<file path="src/verilog/supervisor_pkg.sv">
/*
 * Constants shared by the backlight fault supervisor: register offsets, field positions,
 * reset values, fault timing figures and the shutdown lock states.
 * Assumes a 100 MHz system clock and 8-bit registers.
 */
package supervisor_pkg;

    // System clock and derived microsecond prescale
    localparam int CLK_PERIOD_NS = 10;
    localparam int NS_PER_US = 1000;
    localparam int CYC_PER_US = (NS_PER_US + CLK_PERIOD_NS - 1) / CLK_PERIOD_NS;

    // Fault timing, in microseconds
    localparam int OVP_PERSIST_US = 1000;
    localparam int OCP_WINDOW_US = 128;
    localparam int OCP_BLANK_US = 4000;

    // Event thresholds
    localparam int OVP_OCCUR_LIMIT = 3;
    localparam int OCP_DENSITY_MIN = 2;
    localparam int OCP_WINDOWS_NEEDED = 8;

    // Register offsets
    localparam logic [7:0] ADDR_ENABLE = 8'h10;
    localparam logic [7:0] ADDR_BOOST = 8'h13;
    localparam logic [7:0] ADDR_BRT_LSB = 8'h18;
    localparam logic [7:0] ADDR_BRT_MSB = 8'h19;
    localparam logic [7:0] ADDR_FAULT_CTRL = 8'h1E;
    localparam logic [7:0] ADDR_FAULT_FLAGS = 8'h1F;

    // Field positions
    localparam int EN_DEVICE_BIT = 0;
    localparam int EN_STRING_LSB = 1;
    localparam int EN_STRING_MSB = 3;
    localparam int BOOST_OCP_LSB = 0;
    localparam int BOOST_OVP_LSB = 2;
    localparam int FLAG_OVP = 0;
    localparam int FLAG_OCP = 1;
    localparam int FLAG_TSD = 2;
    localparam int FLAG_SHORT = 3;
    localparam int FLAG_OPEN = 4;
    localparam int CTRL_OVP_SD = 0;
    localparam int CTRL_OCP_SD = 1;
    localparam int CTRL_TSD_SD = 2;

    // Reset values and writable masks
    localparam logic [7:0] ENABLE_RST = 8'h0F;
    localparam logic [7:0] ENABLE_MASK = 8'h0F;
    localparam logic [7:0] BOOST_RST = 8'h6F;
    localparam logic [7:0] BOOST_MASK = 8'h7F;
    localparam logic [7:0] BRT_LSB_RST = 8'h07;
    localparam logic [7:0] BRT_LSB_MASK = 8'h07;
    localparam logic [7:0] BRT_MSB_RST = 8'hFF;
    localparam logic [7:0] FAULT_CTRL_RST = 8'h00;
    localparam logic [7:0] FAULT_CTRL_MASK = 8'h07;
    localparam logic [7:0] FLAGS_RST = 8'h00;

    // Shutdown lock
    typedef enum logic {LOCK_RUNNING, LOCK_TRIPPED} lock_state_t;

endpackage

</file>
<file path="src/verilog/sync_bank.sv">
/*
 * Two-stage synchroniser for a bank of asynchronous comparator levels.
 * Assumes the inputs are slow levels; pulses shorter than one clock may be missed.
 */
`timescale 1ns/1ps
module sync_bank #(
    parameter int WIDTH = 1
) (
    input wire logic i_clk,
    input wire logic i_reset_n,
    input wire logic i_ce,
    input wire logic [WIDTH-1:0] i_async,
    output logic [WIDTH-1:0] o_sync
);

    logic [WIDTH-1:0] meta_r;
    logic [WIDTH-1:0] sync_r;

    // First stage feeds only the second stage
    always_ff @(posedge i_clk or negedge i_reset_n)
    begin
        if (!i_reset_n)
        begin
            meta_r <= '0;
            sync_r <= '0;
        end
        else if (i_ce)
        begin
            meta_r <= i_async;
            sync_r <= meta_r;
        end
    end

    assign o_sync = sync_r;

endmodule

</file>
<file path="src/verilog/backlight_fault_supervisor.sv">
/*
 * Fault supervisor of a three-string backlight boost driver: gates boost switching,
 * latches fault flags and optionally locks the device off until the flags are read.
 * Assumes comparator levels arrive asynchronously and a register port already decoded
 * from the serial interface, on the same clock as this block.
 */
// Function
// - Boost control bits 3:2 select one of four overvoltage trip levels.
// - Overvoltage stops switching until output drops below threshold minus hysteresis.
// - Overvoltage held over one millisecond sets flag bit 0.
// - Three overvoltage hits with a low sink headroom set bits 0 and 4.
// - Overvoltage over one millisecond with low headroom sets bits 0 and 4.
// - Overvoltage flag shuts down only when fault control bit 0 is set.
// - After a fault shutdown, re-enable is refused until flags are read.
// - Enabled string with supply-to-sink below 1.5 V sets short flag bit 3.
// - Boost control bits 1:0 select one of four switch current limits.
// - Each overcurrent hit turns the low-side switch off for the period.
// - Eight consecutive 128 us windows with two or more hits set overcurrent flag.
// - Overcurrent flag is bit 1 of the fault flag register.
// - Overcurrent hits ignored for 4 ms after start-up and brightness changes.
// - Overcurrent flag shuts down only when fault control bit 1 is set.
// - Overtemperature stops switching and sets thermal flag bit 2.
// - Switching restarts when overtemperature clears, unless thermal shutdown is enabled.
// - Thermal flag shuts down only when fault control bit 2 is set.
// - Enable register: device enable bit 0, string enables bits 3 to 1.
`timescale 1ns/1ps
module backlight_fault_supervisor
    import supervisor_pkg::*;
#(
    parameter int TICK_DIV = supervisor_pkg::CYC_PER_US,
    parameter int OVP_PERSIST = supervisor_pkg::OVP_PERSIST_US,
    parameter int OCP_WINDOW = supervisor_pkg::OCP_WINDOW_US,
    parameter int OCP_BLANK = supervisor_pkg::OCP_BLANK_US
) (
    input wire logic i_clk,
    input wire logic i_reset_n,
    input wire logic i_ce,
    input wire logic i_ovp_cmp,
    input wire logic [2:0] i_headroom_low,
    input wire logic [2:0] i_short_cmp,
    input wire logic i_ocp_cmp,
    input wire logic i_tsd_cmp,
    input wire logic i_period_start,
    input wire logic [7:0] i_reg_addr,
    input wire logic i_reg_wr,
    input wire logic [7:0] i_reg_wdata,
    input wire logic i_reg_rd,
    output logic [7:0] o_reg_rdata,
    output logic o_boost_enable,
    output logic o_low_side_switch_off,
    output logic [1:0] o_overvoltage_level,
    output logic [1:0] o_overcurrent_level,
    output logic [2:0] o_string_enable,
    output logic o_device_shutdown
);

    import supervisor_pkg::*;

    localparam int PRE_W = $clog2(TICK_DIV);
    localparam int OVP_W = $clog2(OVP_PERSIST + 1);
    localparam int WIN_W = $clog2(OCP_WINDOW);
    localparam int BLK_W = $clog2(OCP_BLANK + 1);

    // Values the counters cannot serve are refused at elaboration
    generate
        if (TICK_DIV < 2 || OVP_PERSIST < 2 || OCP_WINDOW < 2 || OCP_BLANK < 1)
        begin : g_bad_param
            $error("backlight_fault_supervisor: timing parameter out of range");
        end
    endgenerate

    // Rising edge of a level against its previous sample
    function automatic logic rise(input logic cur, input logic prev);
        return cur & ~prev;
    endfunction

    // Saturating two-bit increment
    function automatic logic [1:0] sat_inc(input logic [1:0] v, input logic en);
        return (en && v != 2'h3) ? v + 2'h1 : v;
    endfunction

    logic [8:0] sync_out;
    logic ovp_s;
    logic ocp_s;
    logic tsd_s;
    logic [2:0] hr_s;
    logic [2:0] sh_s;
    logic ovp_d_r;
    logic ocp_d_r;
    logic tsd_d_r;
    logic en_d_r;
    logic [PRE_W-1:0] pre_cnt_r;
    logic us_tick;
    logic [7:0] enable_r;
    logic [7:0] boost_r;
    logic [7:0] brt_lsb_r;
    logic [7:0] brt_msb_r;
    logic [7:0] ctrl_r;
    logic [7:0] flags_r;
    logic [7:0] flags_nxt;
    logic [7:0] set_vec;
    logic [7:0] rdata_r;
    lock_state_t lock_r;
    lock_state_t lock_nxt;
    logic dev_en;
    logic hr_low_any;
    logic short_any;
    logic flag_rd;
    logic en_wr;
    logic brt_change;
    logic [OVP_W-1:0] ovp_cnt_r;
    logic ovp_long_evt;
    logic [1:0] occ_cnt_r;
    logic occ_evt;
    logic set_ovp;
    logic set_open;
    logic [BLK_W-1:0] blank_cnt_r;
    logic blanking;
    logic ocp_evt;
    logic [WIN_W-1:0] win_cnt_r;
    logic win_end;
    logic [1:0] dens_r;
    logic [1:0] dens_now;
    logic [3:0] consec_r;
    logic set_ocp;
    logic set_tsd;
    logic set_short;
    logic trip;
    logic gate_r;
    logic sw_off_r;
    logic shutdown_r;

    // Comparator levels are asynchronous to the clock
    sync_bank #(
        .WIDTH(9)
    ) u_sync (
        .i_clk(i_clk),
        .i_reset_n(i_reset_n),
        .i_ce(i_ce),
        .i_async({i_ovp_cmp, i_ocp_cmp, i_tsd_cmp, i_headroom_low, i_short_cmp}),
        .o_sync(sync_out)
    );

    assign ovp_s = sync_out[8];
    assign ocp_s = sync_out[7];
    assign tsd_s = sync_out[6];
    assign hr_s = sync_out[5:3];
    assign sh_s = sync_out[2:0];

    // Previous samples for edge detection
    always_ff @(posedge i_clk or negedge i_reset_n)
    begin
        if (!i_reset_n)
        begin
            ovp_d_r <= 1'b0;
            ocp_d_r <= 1'b0;
            tsd_d_r <= 1'b0;
            en_d_r <= 1'b0;
        end
        else if (i_ce)
        begin
            ovp_d_r <= ovp_s;
            ocp_d_r <= ocp_s;
            tsd_d_r <= tsd_s;
            en_d_r <= dev_en;
        end
    end

    // Microsecond prescaler; all long intervals count these ticks, not raw cycles
    always_ff @(posedge i_clk or negedge i_reset_n)
    begin
        if (!i_reset_n)
            pre_cnt_r <= '0;
        else if (i_ce)
            pre_cnt_r <= us_tick ? '0 : pre_cnt_r + 1'b1;
    end

    assign us_tick = (pre_cnt_r == PRE_W'(TICK_DIV - 1));

    // Decoded register strobes and shared conditions
    assign flag_rd = i_reg_rd && i_reg_addr == ADDR_FAULT_FLAGS;
    assign en_wr = i_reg_wr && i_reg_addr == ADDR_ENABLE;
    assign brt_change = i_reg_wr && ((i_reg_addr == ADDR_BRT_LSB && (i_reg_wdata & BRT_LSB_MASK) != brt_lsb_r)
                        || (i_reg_addr == ADDR_BRT_MSB && i_reg_wdata != brt_msb_r));
    assign dev_en = enable_r[EN_DEVICE_BIT];
    assign hr_low_any = dev_en && |(hr_s & enable_r[EN_STRING_MSB:EN_STRING_LSB]);
    assign short_any = dev_en && |(sh_s & enable_r[EN_STRING_MSB:EN_STRING_LSB]);

    // Enable register; a trip drops the device enable and a lock refuses setting it again
    always_ff @(posedge i_clk or negedge i_reset_n)
    begin
        if (!i_reset_n)
            enable_r <= ENABLE_RST;
        else if (i_ce)
        begin
            if (trip)
                enable_r[EN_DEVICE_BIT] <= 1'b0;
            else if (en_wr)
            begin
                enable_r <= i_reg_wdata & ENABLE_MASK;
                if (lock_r == LOCK_TRIPPED && !flag_rd)
                    enable_r[EN_DEVICE_BIT] <= 1'b0;
            end
        end
    end

    // Configuration registers
    always_ff @(posedge i_clk or negedge i_reset_n)
    begin
        if (!i_reset_n)
        begin
            boost_r <= BOOST_RST;
            brt_lsb_r <= BRT_LSB_RST;
            brt_msb_r <= BRT_MSB_RST;
            ctrl_r <= FAULT_CTRL_RST;
        end
        else if (i_ce && i_reg_wr)
        begin
            case (i_reg_addr)
                ADDR_BOOST: boost_r <= i_reg_wdata & BOOST_MASK;
                ADDR_BRT_LSB: brt_lsb_r <= i_reg_wdata & BRT_LSB_MASK;
                ADDR_BRT_MSB: brt_msb_r <= i_reg_wdata;
                ADDR_FAULT_CTRL: ctrl_r <= i_reg_wdata & FAULT_CTRL_MASK;
                default: ;
            endcase
        end
    end

    // Overvoltage persistence timer, in microseconds while the comparator stays high
    always_ff @(posedge i_clk or negedge i_reset_n)
    begin
        if (!i_reset_n)
            ovp_cnt_r <= '0;
        else if (i_ce)
        begin
            if (!ovp_s)
                ovp_cnt_r <= '0;
            else if (us_tick && ovp_cnt_r != OVP_W'(OVP_PERSIST))
                ovp_cnt_r <= ovp_cnt_r + 1'b1;
        end
    end

    assign ovp_long_evt = ovp_s && us_tick && ovp_cnt_r == OVP_W'(OVP_PERSIST - 1);

    // Overvoltage occurrences with a starved sink; restarts after the flags are read
    always_ff @(posedge i_clk or negedge i_reset_n)
    begin
        if (!i_reset_n)
            occ_cnt_r <= 2'h0;
        else if (i_ce)
        begin
            if (flag_rd)
                occ_cnt_r <= 2'h0;
            else
                occ_cnt_r <= sat_inc(occ_cnt_r, rise(ovp_s, ovp_d_r) && hr_low_any);
        end
    end

    assign occ_evt = rise(ovp_s, ovp_d_r) && hr_low_any && occ_cnt_r == 2'(OVP_OCCUR_LIMIT - 1);
    assign set_open = occ_evt || (ovp_long_evt && hr_low_any);
    assign set_ovp = ovp_long_evt || set_open;

    // Overcurrent blanking after start-up and brightness changes
    always_ff @(posedge i_clk or negedge i_reset_n)
    begin
        if (!i_reset_n)
            blank_cnt_r <= '0;
        else if (i_ce)
        begin
            if (rise(dev_en, en_d_r) || brt_change)
                blank_cnt_r <= BLK_W'(OCP_BLANK);
            else if (us_tick && blanking)
                blank_cnt_r <= blank_cnt_r - 1'b1;
        end
    end

    assign blanking = (blank_cnt_r != '0);
    assign ocp_evt = rise(ocp_s, ocp_d_r) && !blanking && dev_en;

    // Pulse density over fixed windows; a window with fewer than two hits breaks the run
    always_ff @(posedge i_clk or negedge i_reset_n)
    begin
        if (!i_reset_n)
        begin
            win_cnt_r <= '0;
            dens_r <= 2'h0;
            consec_r <= 4'h0;
        end
        else if (i_ce)
        begin
            if (us_tick)
                win_cnt_r <= win_end ? '0 : win_cnt_r + 1'b1;
            if (win_end)
            begin
                dens_r <= 2'h0;
                if (set_ocp || dens_now < 2'(OCP_DENSITY_MIN))
                    consec_r <= 4'h0;
                else
                    consec_r <= consec_r + 4'h1;
            end
            else
                dens_r <= dens_now;
        end
    end

    assign win_end = us_tick && win_cnt_r == WIN_W'(OCP_WINDOW - 1);
    assign dens_now = sat_inc(dens_r, ocp_evt);
    assign set_ocp = win_end && dens_now >= 2'(OCP_DENSITY_MIN)
                     && consec_r == 4'(OCP_WINDOWS_NEEDED - 1);

    assign set_tsd = rise(tsd_s, tsd_d_r);
    assign set_short = short_any;

    // Flag sources, placed at their bit positions
    always_comb
    begin
        set_vec = FLAGS_RST;
        set_vec[FLAG_OVP] = set_ovp;
        set_vec[FLAG_OCP] = set_ocp;
        set_vec[FLAG_TSD] = set_tsd;
        set_vec[FLAG_SHORT] = set_short;
        set_vec[FLAG_OPEN] = set_open;
    end

    // Sticky flags: a read clears them, but a fault in the same cycle still lands
    assign flags_nxt = (flag_rd ? FLAGS_RST : flags_r) | set_vec;

    always_ff @(posedge i_clk or negedge i_reset_n)
    begin
        if (!i_reset_n)
            flags_r <= FLAGS_RST;
        else if (i_ce)
            flags_r <= flags_nxt;
    end

    // A flag trips shutdown only when its control bit asks for it
    assign trip = (set_ovp && ctrl_r[CTRL_OVP_SD])
                  || (set_ocp && ctrl_r[CTRL_OCP_SD])
                  || (set_tsd && ctrl_r[CTRL_TSD_SD]);

    // Shutdown lock
    always_comb
    begin
        lock_nxt = lock_r;
        case (lock_r)
            LOCK_RUNNING:
                if (trip)
                    lock_nxt = LOCK_TRIPPED;
            LOCK_TRIPPED:
                if (flag_rd && !trip)
                    lock_nxt = LOCK_RUNNING;
            default:
                lock_nxt = LOCK_RUNNING;
        endcase
    end

    always_ff @(posedge i_clk or negedge i_reset_n)
    begin
        if (!i_reset_n)
        begin
            lock_r <= LOCK_RUNNING;
            shutdown_r <= 1'b0;
        end
        else if (i_ce)
        begin
            lock_r <= lock_nxt;
            shutdown_r <= (lock_nxt == LOCK_TRIPPED);
        end
    end

    // Boost gating; the comparator carries the 1 V hysteresis, so release follows it
    always_ff @(posedge i_clk or negedge i_reset_n)
    begin
        if (!i_reset_n)
            gate_r <= 1'b0;
        else if (i_ce)
            gate_r <= dev_en && !trip && lock_r == LOCK_RUNNING
                      && !ovp_s
                      && !tsd_s;
    end

    // Cycle-by-cycle limit; set wins over the period restart
    always_ff @(posedge i_clk or negedge i_reset_n)
    begin
        if (!i_reset_n)
            sw_off_r <= 1'b0;
        else if (i_ce)
        begin
            if (ocp_s)
                sw_off_r <= 1'b1;
            else if (i_period_start)
                sw_off_r <= 1'b0;
        end
    end

    // Read data, one cycle after the strobe; unmapped offsets read zero
    always_ff @(posedge i_clk or negedge i_reset_n)
    begin
        if (!i_reset_n)
            rdata_r <= 8'h00;
        else if (i_ce && i_reg_rd)
        begin
            case (i_reg_addr)
                ADDR_ENABLE: rdata_r <= enable_r;
                ADDR_BOOST: rdata_r <= boost_r;
                ADDR_BRT_LSB: rdata_r <= brt_lsb_r;
                ADDR_BRT_MSB: rdata_r <= brt_msb_r;
                ADDR_FAULT_CTRL: rdata_r <= ctrl_r;
                ADDR_FAULT_FLAGS: rdata_r <= flags_r;
                default: rdata_r <= 8'h00;
            endcase
        end
    end

    assign o_reg_rdata = rdata_r;
    assign o_boost_enable = gate_r;
    assign o_low_side_switch_off = sw_off_r;
    assign o_overvoltage_level = boost_r[BOOST_OVP_LSB +: 2];
    assign o_overcurrent_level = boost_r[BOOST_OCP_LSB +: 2];
    assign o_string_enable = enable_r[EN_STRING_MSB:EN_STRING_LSB];
    assign o_device_shutdown = shutdown_r;
endmodule

</file>
<file path="config.mk">
export PLATFORM = sky130hd
export DESIGN_NAME = backlight_fault_supervisor
export DESIGN_NICKNAME = d
export VERILOG_FILES = /design/src/verilog/supervisor_pkg.sv /design/src/verilog/sync_bank.sv /design/src/verilog/backlight_fault_supervisor.sv
export SDC_FILE = /design/constraint.sdc
export NUM_CORES = 1
export LEC_CHECK = 0
export BUFFER_PORTS_ARGS = -buffer_cell sky130_fd_sc_hd__buf_2
export CAP_MARGIN = 0
export CELL_PAD_IN_SITES_DETAIL_PLACEMENT = 0
export CELL_PAD_IN_SITES_GLOBAL_PLACEMENT = 1
export CORE_MARGIN = 2
export CORE_UTILIZATION = 52
export DETAILED_ROUTE_END_ITERATION = 7
export PLACE_DENSITY = 0.89
export SETUP_SLACK_MARGIN = 0.3
export SKIP_LAST_GASP = 1
export SLEW_MARGIN = 20
export SYNTH_ARGS = -nofsm -noshare
export SYNTH_HDL_FRONTEND = slang
export SYNTH_HIERARCHICAL = 1
export SYNTH_SLANG_ARGS = --single-unit
</file>
<file path="constraint.sdc">
create_clock -name i_clk -period 4.47 [get_ports i_clk]
set_clock_uncertainty 0.2 [all_clocks]
set_input_delay 0.447 -clock i_clk [delete_from_list [all_inputs] [get_ports i_clk]]
set_output_delay 0.447 -clock i_clk [all_outputs]
set_load 0.05 [all_outputs]
</file>
* After elaboration in Yosys (flattened, before gate mapping) *
Cells that the tools add are included.

operators by class
  $add $sub $neg = 7
  equality and inequality tests = 17
  bitwise operators = 13
  order comparisons = 2
  reduce and logical (&&, ||, !) cells = 63
  multiplexer cells = 21

operators with widths
  operator                                             count
  == test 8 x 5 -> 1 bit (second input constant)       6
  case mux 8 bit (6 select lines)                      1
  logical AND 1 bit                                    32
  two-way mux 12 bit                                   2
  AND reduction 2 bit                                  11
  two-way mux 10 bit                                   2
  adder 7 x 1 -> 7 bit (second input constant)         2
  == test 7 bit (second input constant)                2
  two-way mux 7 bit                                    2
  nonzero test 12 bit                                  1
  subtractor 12 x 1 -> 12 bit (second input constant)  1
  adder 10 x 1 -> 10 bit (second input constant)       1
  == test 10 bit (second input constant)               1
  != test 10 bit (second input constant)               1
  two-way mux 2 bit                                    4
  two-way mux 8 bit                                    1
  != test 8 bit                                        1
  OR 8 x 5 -> 8 bit                                    1
  nonzero test 2 bit                                   4
  logical OR 1 bit                                     7
  two-way mux 1 bit                                    7
  bitwise AND 3 bit                                    2
  != test 2 bit (second input constant)                3
  inverter 1 bit                                       6
  13 further kinds                                     22

word-level totals
  bits in registers = 110
  logic and storage cells = 147
  output and inout port bits = 18

* Depth between registers and ports, before layout *
  depth in word-level cells = 17
  mapped depth = 8
  gate-level depth less buffers = 8

* Hierarchy *
Netlist, hierarchy kept.

by module, submodules not included
  module                      seq. area each (um2)  instances  area each (um2)  cells each
  backlight_fault_supervisor  2253.4                1          4768.3           443
  sync_bank                   450.4                 1          721.9            38

* Worst setup path before layout *
OpenSTA, ideal clock, no wires.

  path kind = reg2reg
  from = register dens_r[1]
  to = register enable_r[1]
  data arrival time = 1.955 ns
  stages on the path, launching flop included = 8
  path slack = 2.232 ns
  period minus slack after synthesis = 2.238 ns
  cell sequence = dfrtp_1 -> ha_1 -> and4bb_2 -> nand4_2 -> mux2i_4 -> nor2_4 -> nor3_4 -> mux2_4

on the way
  longest elaborated chain between the ends = 11
  elaborated cells on any way between the ends = 12

RTL lines
  what                                                          line                               RTL
  start: declaration                                            backlight_fault_supervisor.sv:122  logic [1:0] dens_r;
  start signal: assignment                                      backlight_fault_supervisor.sv:302  dens_r <= dens_now;
  branches (longest 2 deep; another with adder 2 x 1 -> 2 bit)  --
  two-way mux 2 bit (*)                                         backlight_fault_supervisor.sv:79   return (en && v != 2'h3) ? v + 2'h1 : v;
  greater-or-equal comparator 2 bit (*)                         backlight_fault_supervisor.sv:308  assign set_ocp = win_end && dens_now >= 2'(OCP_DENSITY_MIN)
  logical AND 1 bit (*)                                         backlight_fault_supervisor.sv:308
  logical AND 1 bit (*)                                         backlight_fault_supervisor.sv:309  && consec_r == 4'(OCP_WINDOWS_NEEDED - 1);
  logical AND 1 bit (*)                                         backlight_fault_supervisor.sv:338  || (set_ocp && ctrl_r[CTRL_OCP_SD])
  logical OR 1 bit (*)                                          backlight_fault_supervisor.sv:338
  logical OR 1 bit (*)                                          backlight_fault_supervisor.sv:339  || (set_tsd && ctrl_r[CTRL_TSD_SD]);
  inverter 1 bit (no line) (*)                                  --
  AND reduction 3 bit (no line) (*)                             --
  end signal: assignment                                        backlight_fault_supervisor.sv:200  enable_r <= i_reg_wdata & ENABLE_MASK;
  end: declaration                                              backlight_fault_supervisor.sv:94   logic [7:0] enable_r;

Every way passes the cells marked *.
A chain may end at the register's enable or synchronous reset.

* Final worst setup path *
  from = register pre_cnt_r[0]
  to = register blank_cnt_r[11]

on the way
  longest elaborated chain between the ends = 4

RTL lines
  what                           line                               RTL
  start: declaration             backlight_fault_supervisor.sv:92   logic [PRE_W-1:0] pre_cnt_r;
  start signal: assignment       backlight_fault_supervisor.sv:175  pre_cnt_r <= us_tick ? '0 : pre_cnt_r + 1'b1;
  == test 7 bit                  backlight_fault_supervisor.sv:178  assign us_tick = (pre_cnt_r == PRE_W'(TICK_DIV - 1));
  logical AND 1 bit              backlight_fault_supervisor.sv:272  else if (us_tick && blanking)
  nonzero test 2 bit (no line)   --
  AND reduction 2 bit (no line)  --
  end signal: assignment         backlight_fault_supervisor.sv:271  blank_cnt_r <= BLK_W'(OCP_BLANK);
  end signal: assignment         backlight_fault_supervisor.sv:273  blank_cnt_r <= blank_cnt_r - 1'b1;
  end: declaration               backlight_fault_supervisor.sv:117  logic [BLK_W-1:0] blank_cnt_r;

Every way passes these cells.

==> out/metrics.yaml <==
floorplan:
  die_w_um: 107
  dieHeight_um: 107
  rows: 37
  dieArea_sq_mm: 0.0114
  pin_count: 49
  start_util_pct: 53.4
  core_area_sq_mm: 0.0103
routing:
  first_pass_iters: 4
  routedWlPerCell_um: 16.9
  ant_nets: 0
  vias: 3820
  wl_met1_um: 5270
  maxUsedRoutingLayer: "met4"
  wl_met2_um: 5170
  drc: 0
  avgViaCountPerCell: 5.78
  wl_met3_um: 557
  drt_iter0_drc: 221
  drt_wl_total_um: 11100
place:
  dpl_worst_slack_ps: 1740
  placedInstanceArea_sq_mm: 0.00577
  place.gp.congestion: 0.859
  port_buffers: 48
  dp_hpwl_um: 7850
sta:
  relSlewSlack_pct: 51.3
  finalWorstSetupSlack_ps: 1770
  drv_slew: 0
  worst_pin_slew_ps: 730
  period_share_pct: 60.3
  min_period_ps: 2700
  setup_violations: 0
  hold_viol: 0
  max_freq_mhz: 371
  rsz0062_at_grt: "false"
  setup_tns_ps: 0
pwr:
  vdd_drop_max_mv: 0.210
  sw_frac_of_total_pct: 29.4
  p_int_mw: 1.46
  p_leak_nw: 2.72
  total_power_mw: 2.07
  power_frac_seq_pct: 54.9
  p_comb_share_pct: 13.8
  p_sw_mw: 0.607
  clock_power_share_pct: 31.3
  power.density_mw_per_mm2: 344
final_layout:
  final_nets: 561
  antenna_cells: 0
  drive_above_1_share_pct: 30.9
  syn_to_final_growth_pct: 9.53
  fillers: 859
  fin_area_sq_mm: 0.00601
yosys:
  syn_avg_cell_area_sq_um: 11.4
  synthCells: 481
  ys_types: 77
  synthAdderAreaFrac_pct: 2.28
  ys.flop_type: "dfrtp_1"
  synthSimpleGateAreaFrac_pct: 17.8
  synth_top_family_by_area: "simple AND/OR/NAND/NOR gates"
  synth-edff-count: 0
  synthMuxAreaShare_pct: 11.5
  yosysSeqAreaShare_pct: 49.2
  synth_warnings: 6
  synth_xor_area_share_pct: 4.79
  synth_compound_area_share_pct: 10.6
  syn_nets: 522
  ys_seq_elements: 107
  async_flop_share_pct: 100
  synth_area_sq_mm: 0.00549
setup_path:
  cp_max_fo: 13
  endpoint_kind: "register"
  crit_type: "reg -> reg"
  cp.required_ps: 4530
  cp-start-kind: "register"
  crit_arrival_ps: 2760
global_route:
  track_usage_pct: 20.9
  grt_max_degree: 81
  antenna_found_initial: 0
  grt_pass1_wl_um: 19100
  gr-total-overflow: 0
  grt_pass1_vias: 3858
clock_tree:
  clk_transition_reported_paths_ps: 120
  cts_sinks: 107
  cts_buffers: 9
  cts-root-buf: "clkbuf_8"
  clock_path_buffers: 2
  cts_tree: "done"
  clk_latency_ps: 380
  htreeDepth: 3
job:
  drv_cap: 0
status:
  status: "finished, final reports clean"
hold_path:
  hp-class: "in -> reg"
## synthesized netlist by cell type, types with 3 or more instances
cell type	count	share of area [%]
a31oi_1	6	0.68
nor3_1	6	0.55
dfstp_2	21	10
clkbuf_1	9	0.62
nor4_1	6	0.68
or3_1	4	0.46
and2_1	3	0.34
ha_1	10	2.3
buf_4	8	1.1
xnor2_1	12	1.9
o31ai_1	4	0.55
nor4_4	3	1.2
and3_1	4	0.46
nor2_1	27	1.8
mux2i_1	3	0.55
a21oi_1	7	0.64
a222oi_1	6	1.1
nand2_1	47	3.2
o21ai_0	26	2.4
dfrtp_1	86	39
nand3_2	3	0.55
mux2_2	34	7.0
xor2_1	18	2.9
a22o_1	4	0.64
a21o_1	5	0.68
nand4_1	15	1.7
mux2_4	13	3.6
a311oi_1	3	0.48
nand3_1	12	1.1
inv_1	15	1.0
nor3b_1	3	0.41
## through the flow
| step | util [%] | instances | hold WS (ps) |
|---|---|---|---|
| 2_1_floorplan | - | 481 | -48.6 |
| 3_3_place_gp | 56.1 | 644 | 249 |
| 3_5_place_dp | 56.1 | 644 | 260 |
| 4_1_cts | 58.4 | 660 | 63.6 |
| 5_1_grt | 58.5 | 661 | 60.5 |
| 6_report | 58.5 | 661 | 84.6 |
## final cells by class
cell class	count	area (sq um)	area share (%)
well taps	136	170	2.83
repair buffers	51	272	4.52
inverters	16	60.1	0.999
clock buffers	9	124	2.06
clock inverters	7	108	1.79
flip-flops and latches	107	2700	45.0
multi-input cells	335	2580	42.8
## layout by cell type, fill, tap and decap left out, types with 3 or more instances in the layout
cell	instances
xor2_1	18
clkinv_8	3
dfstp_2	21
mux2_4	13
a21oi_1	7
clkbuf_8	9
mux2_2	34
nand3_2	3
or3_1	4
nand3_1	12
nor3b_1	3
mux2i_1	3
a21o_1	5
and3_1	4
nor4_4	3
inv_1	15
a22o_1	4
nor2_1	27
dfrtp_1	86
ha_1	10
a222oi_1	6
and2_1	3
nor4_1	6
nor3_1	6
nand2_1	47
o21ai_0	26
buf_2	47
nand4_1	15
a31oi_1	6
o31ai_1	4
a311oi_1	3
xnor2_1	12
## path summary, 6_finish.rpt
check                               start                to  slack, ps  cells after the start
setup reg to reg             pre_cnt_r[0]   blank_cnt_r[11]       1770                      7
setup / recovery             pre_cnt_r[0]   blank_cnt_r[11]       1770                      7
hold reg to reg                   tsd_d_r        flags_r[2]        270                      1
hold / removal             i_short_cmp[0]  u_sync/meta_r[0]         80                      2
max in group asynchronous       i_reset_n        boost_r[5]       2750                      3
min in group asynchronous       i_reset_n      pre_cnt_r[5]        470                      2
## power by group through the flow
stage	sequential, mW	combinational, mW	clock (mW)
6_report	1.13	0.286	0.647
5_1_grt	1.15	0.321	0.701
4_1_cts	1.13	0.288	0.664
3_5_place_dp	1.15	0.286	0
3_3_place_gp	1.15	0.278	0
2_1_floorplan	1.14	0.200	0
## flip-flops by register name, summed over array words and instances (netlist names), 2 cells and up
signal / flops
enable_r: 4
o_reg_rdata: 8
dens_r: 2
boost_r: 7
blank_cnt_r: 12
ctrl_r: 3
pre_cnt_r: 7
u_sync/o_sync: 9
u_sync/meta_r: 9
consec_r: 4
flags_r: 5
brt_lsb_r: 3
brt_msb_r: 8
ovp_cnt_r: 10
win_cnt_r: 7
occ_cnt_r: 2
## critical path, stage by stage, from the launching register on
cell and delay, ps:
dfrtp_1 400, ha_1 190, or4b_4 520, nor3_4 440, nand2_2 180, nor4_2 310, xor2_1 110, or2_1 210
## per-layer routing
metal  track usage [%]  vias to the layer above
met5                 0                        -
met4              4.82                        0
met3              4.50                       17
met2              31.4                      103
met1              31.1                     1872
li1                  -                     1828
## logic make-up (layout without fill, tap and decap cells)
group                      Yosys count  count (layout)
adders and majority gates           10              10
AOI/OAI and AO/OA                   83              83
DFF                                107             107
muxes                               51              51
and+or+nand+nor                    161             161
buffers and inverters               39              83
xor gates and xnor gates            30              30
## what timing repair did
item,CTS,global route
buffers inserted,0,0
hold endpoints to repair,0,69
gates resized for setup,0,0
hold buffers,0,1
No activity file was read; power rests on OpenSTA's default activity.
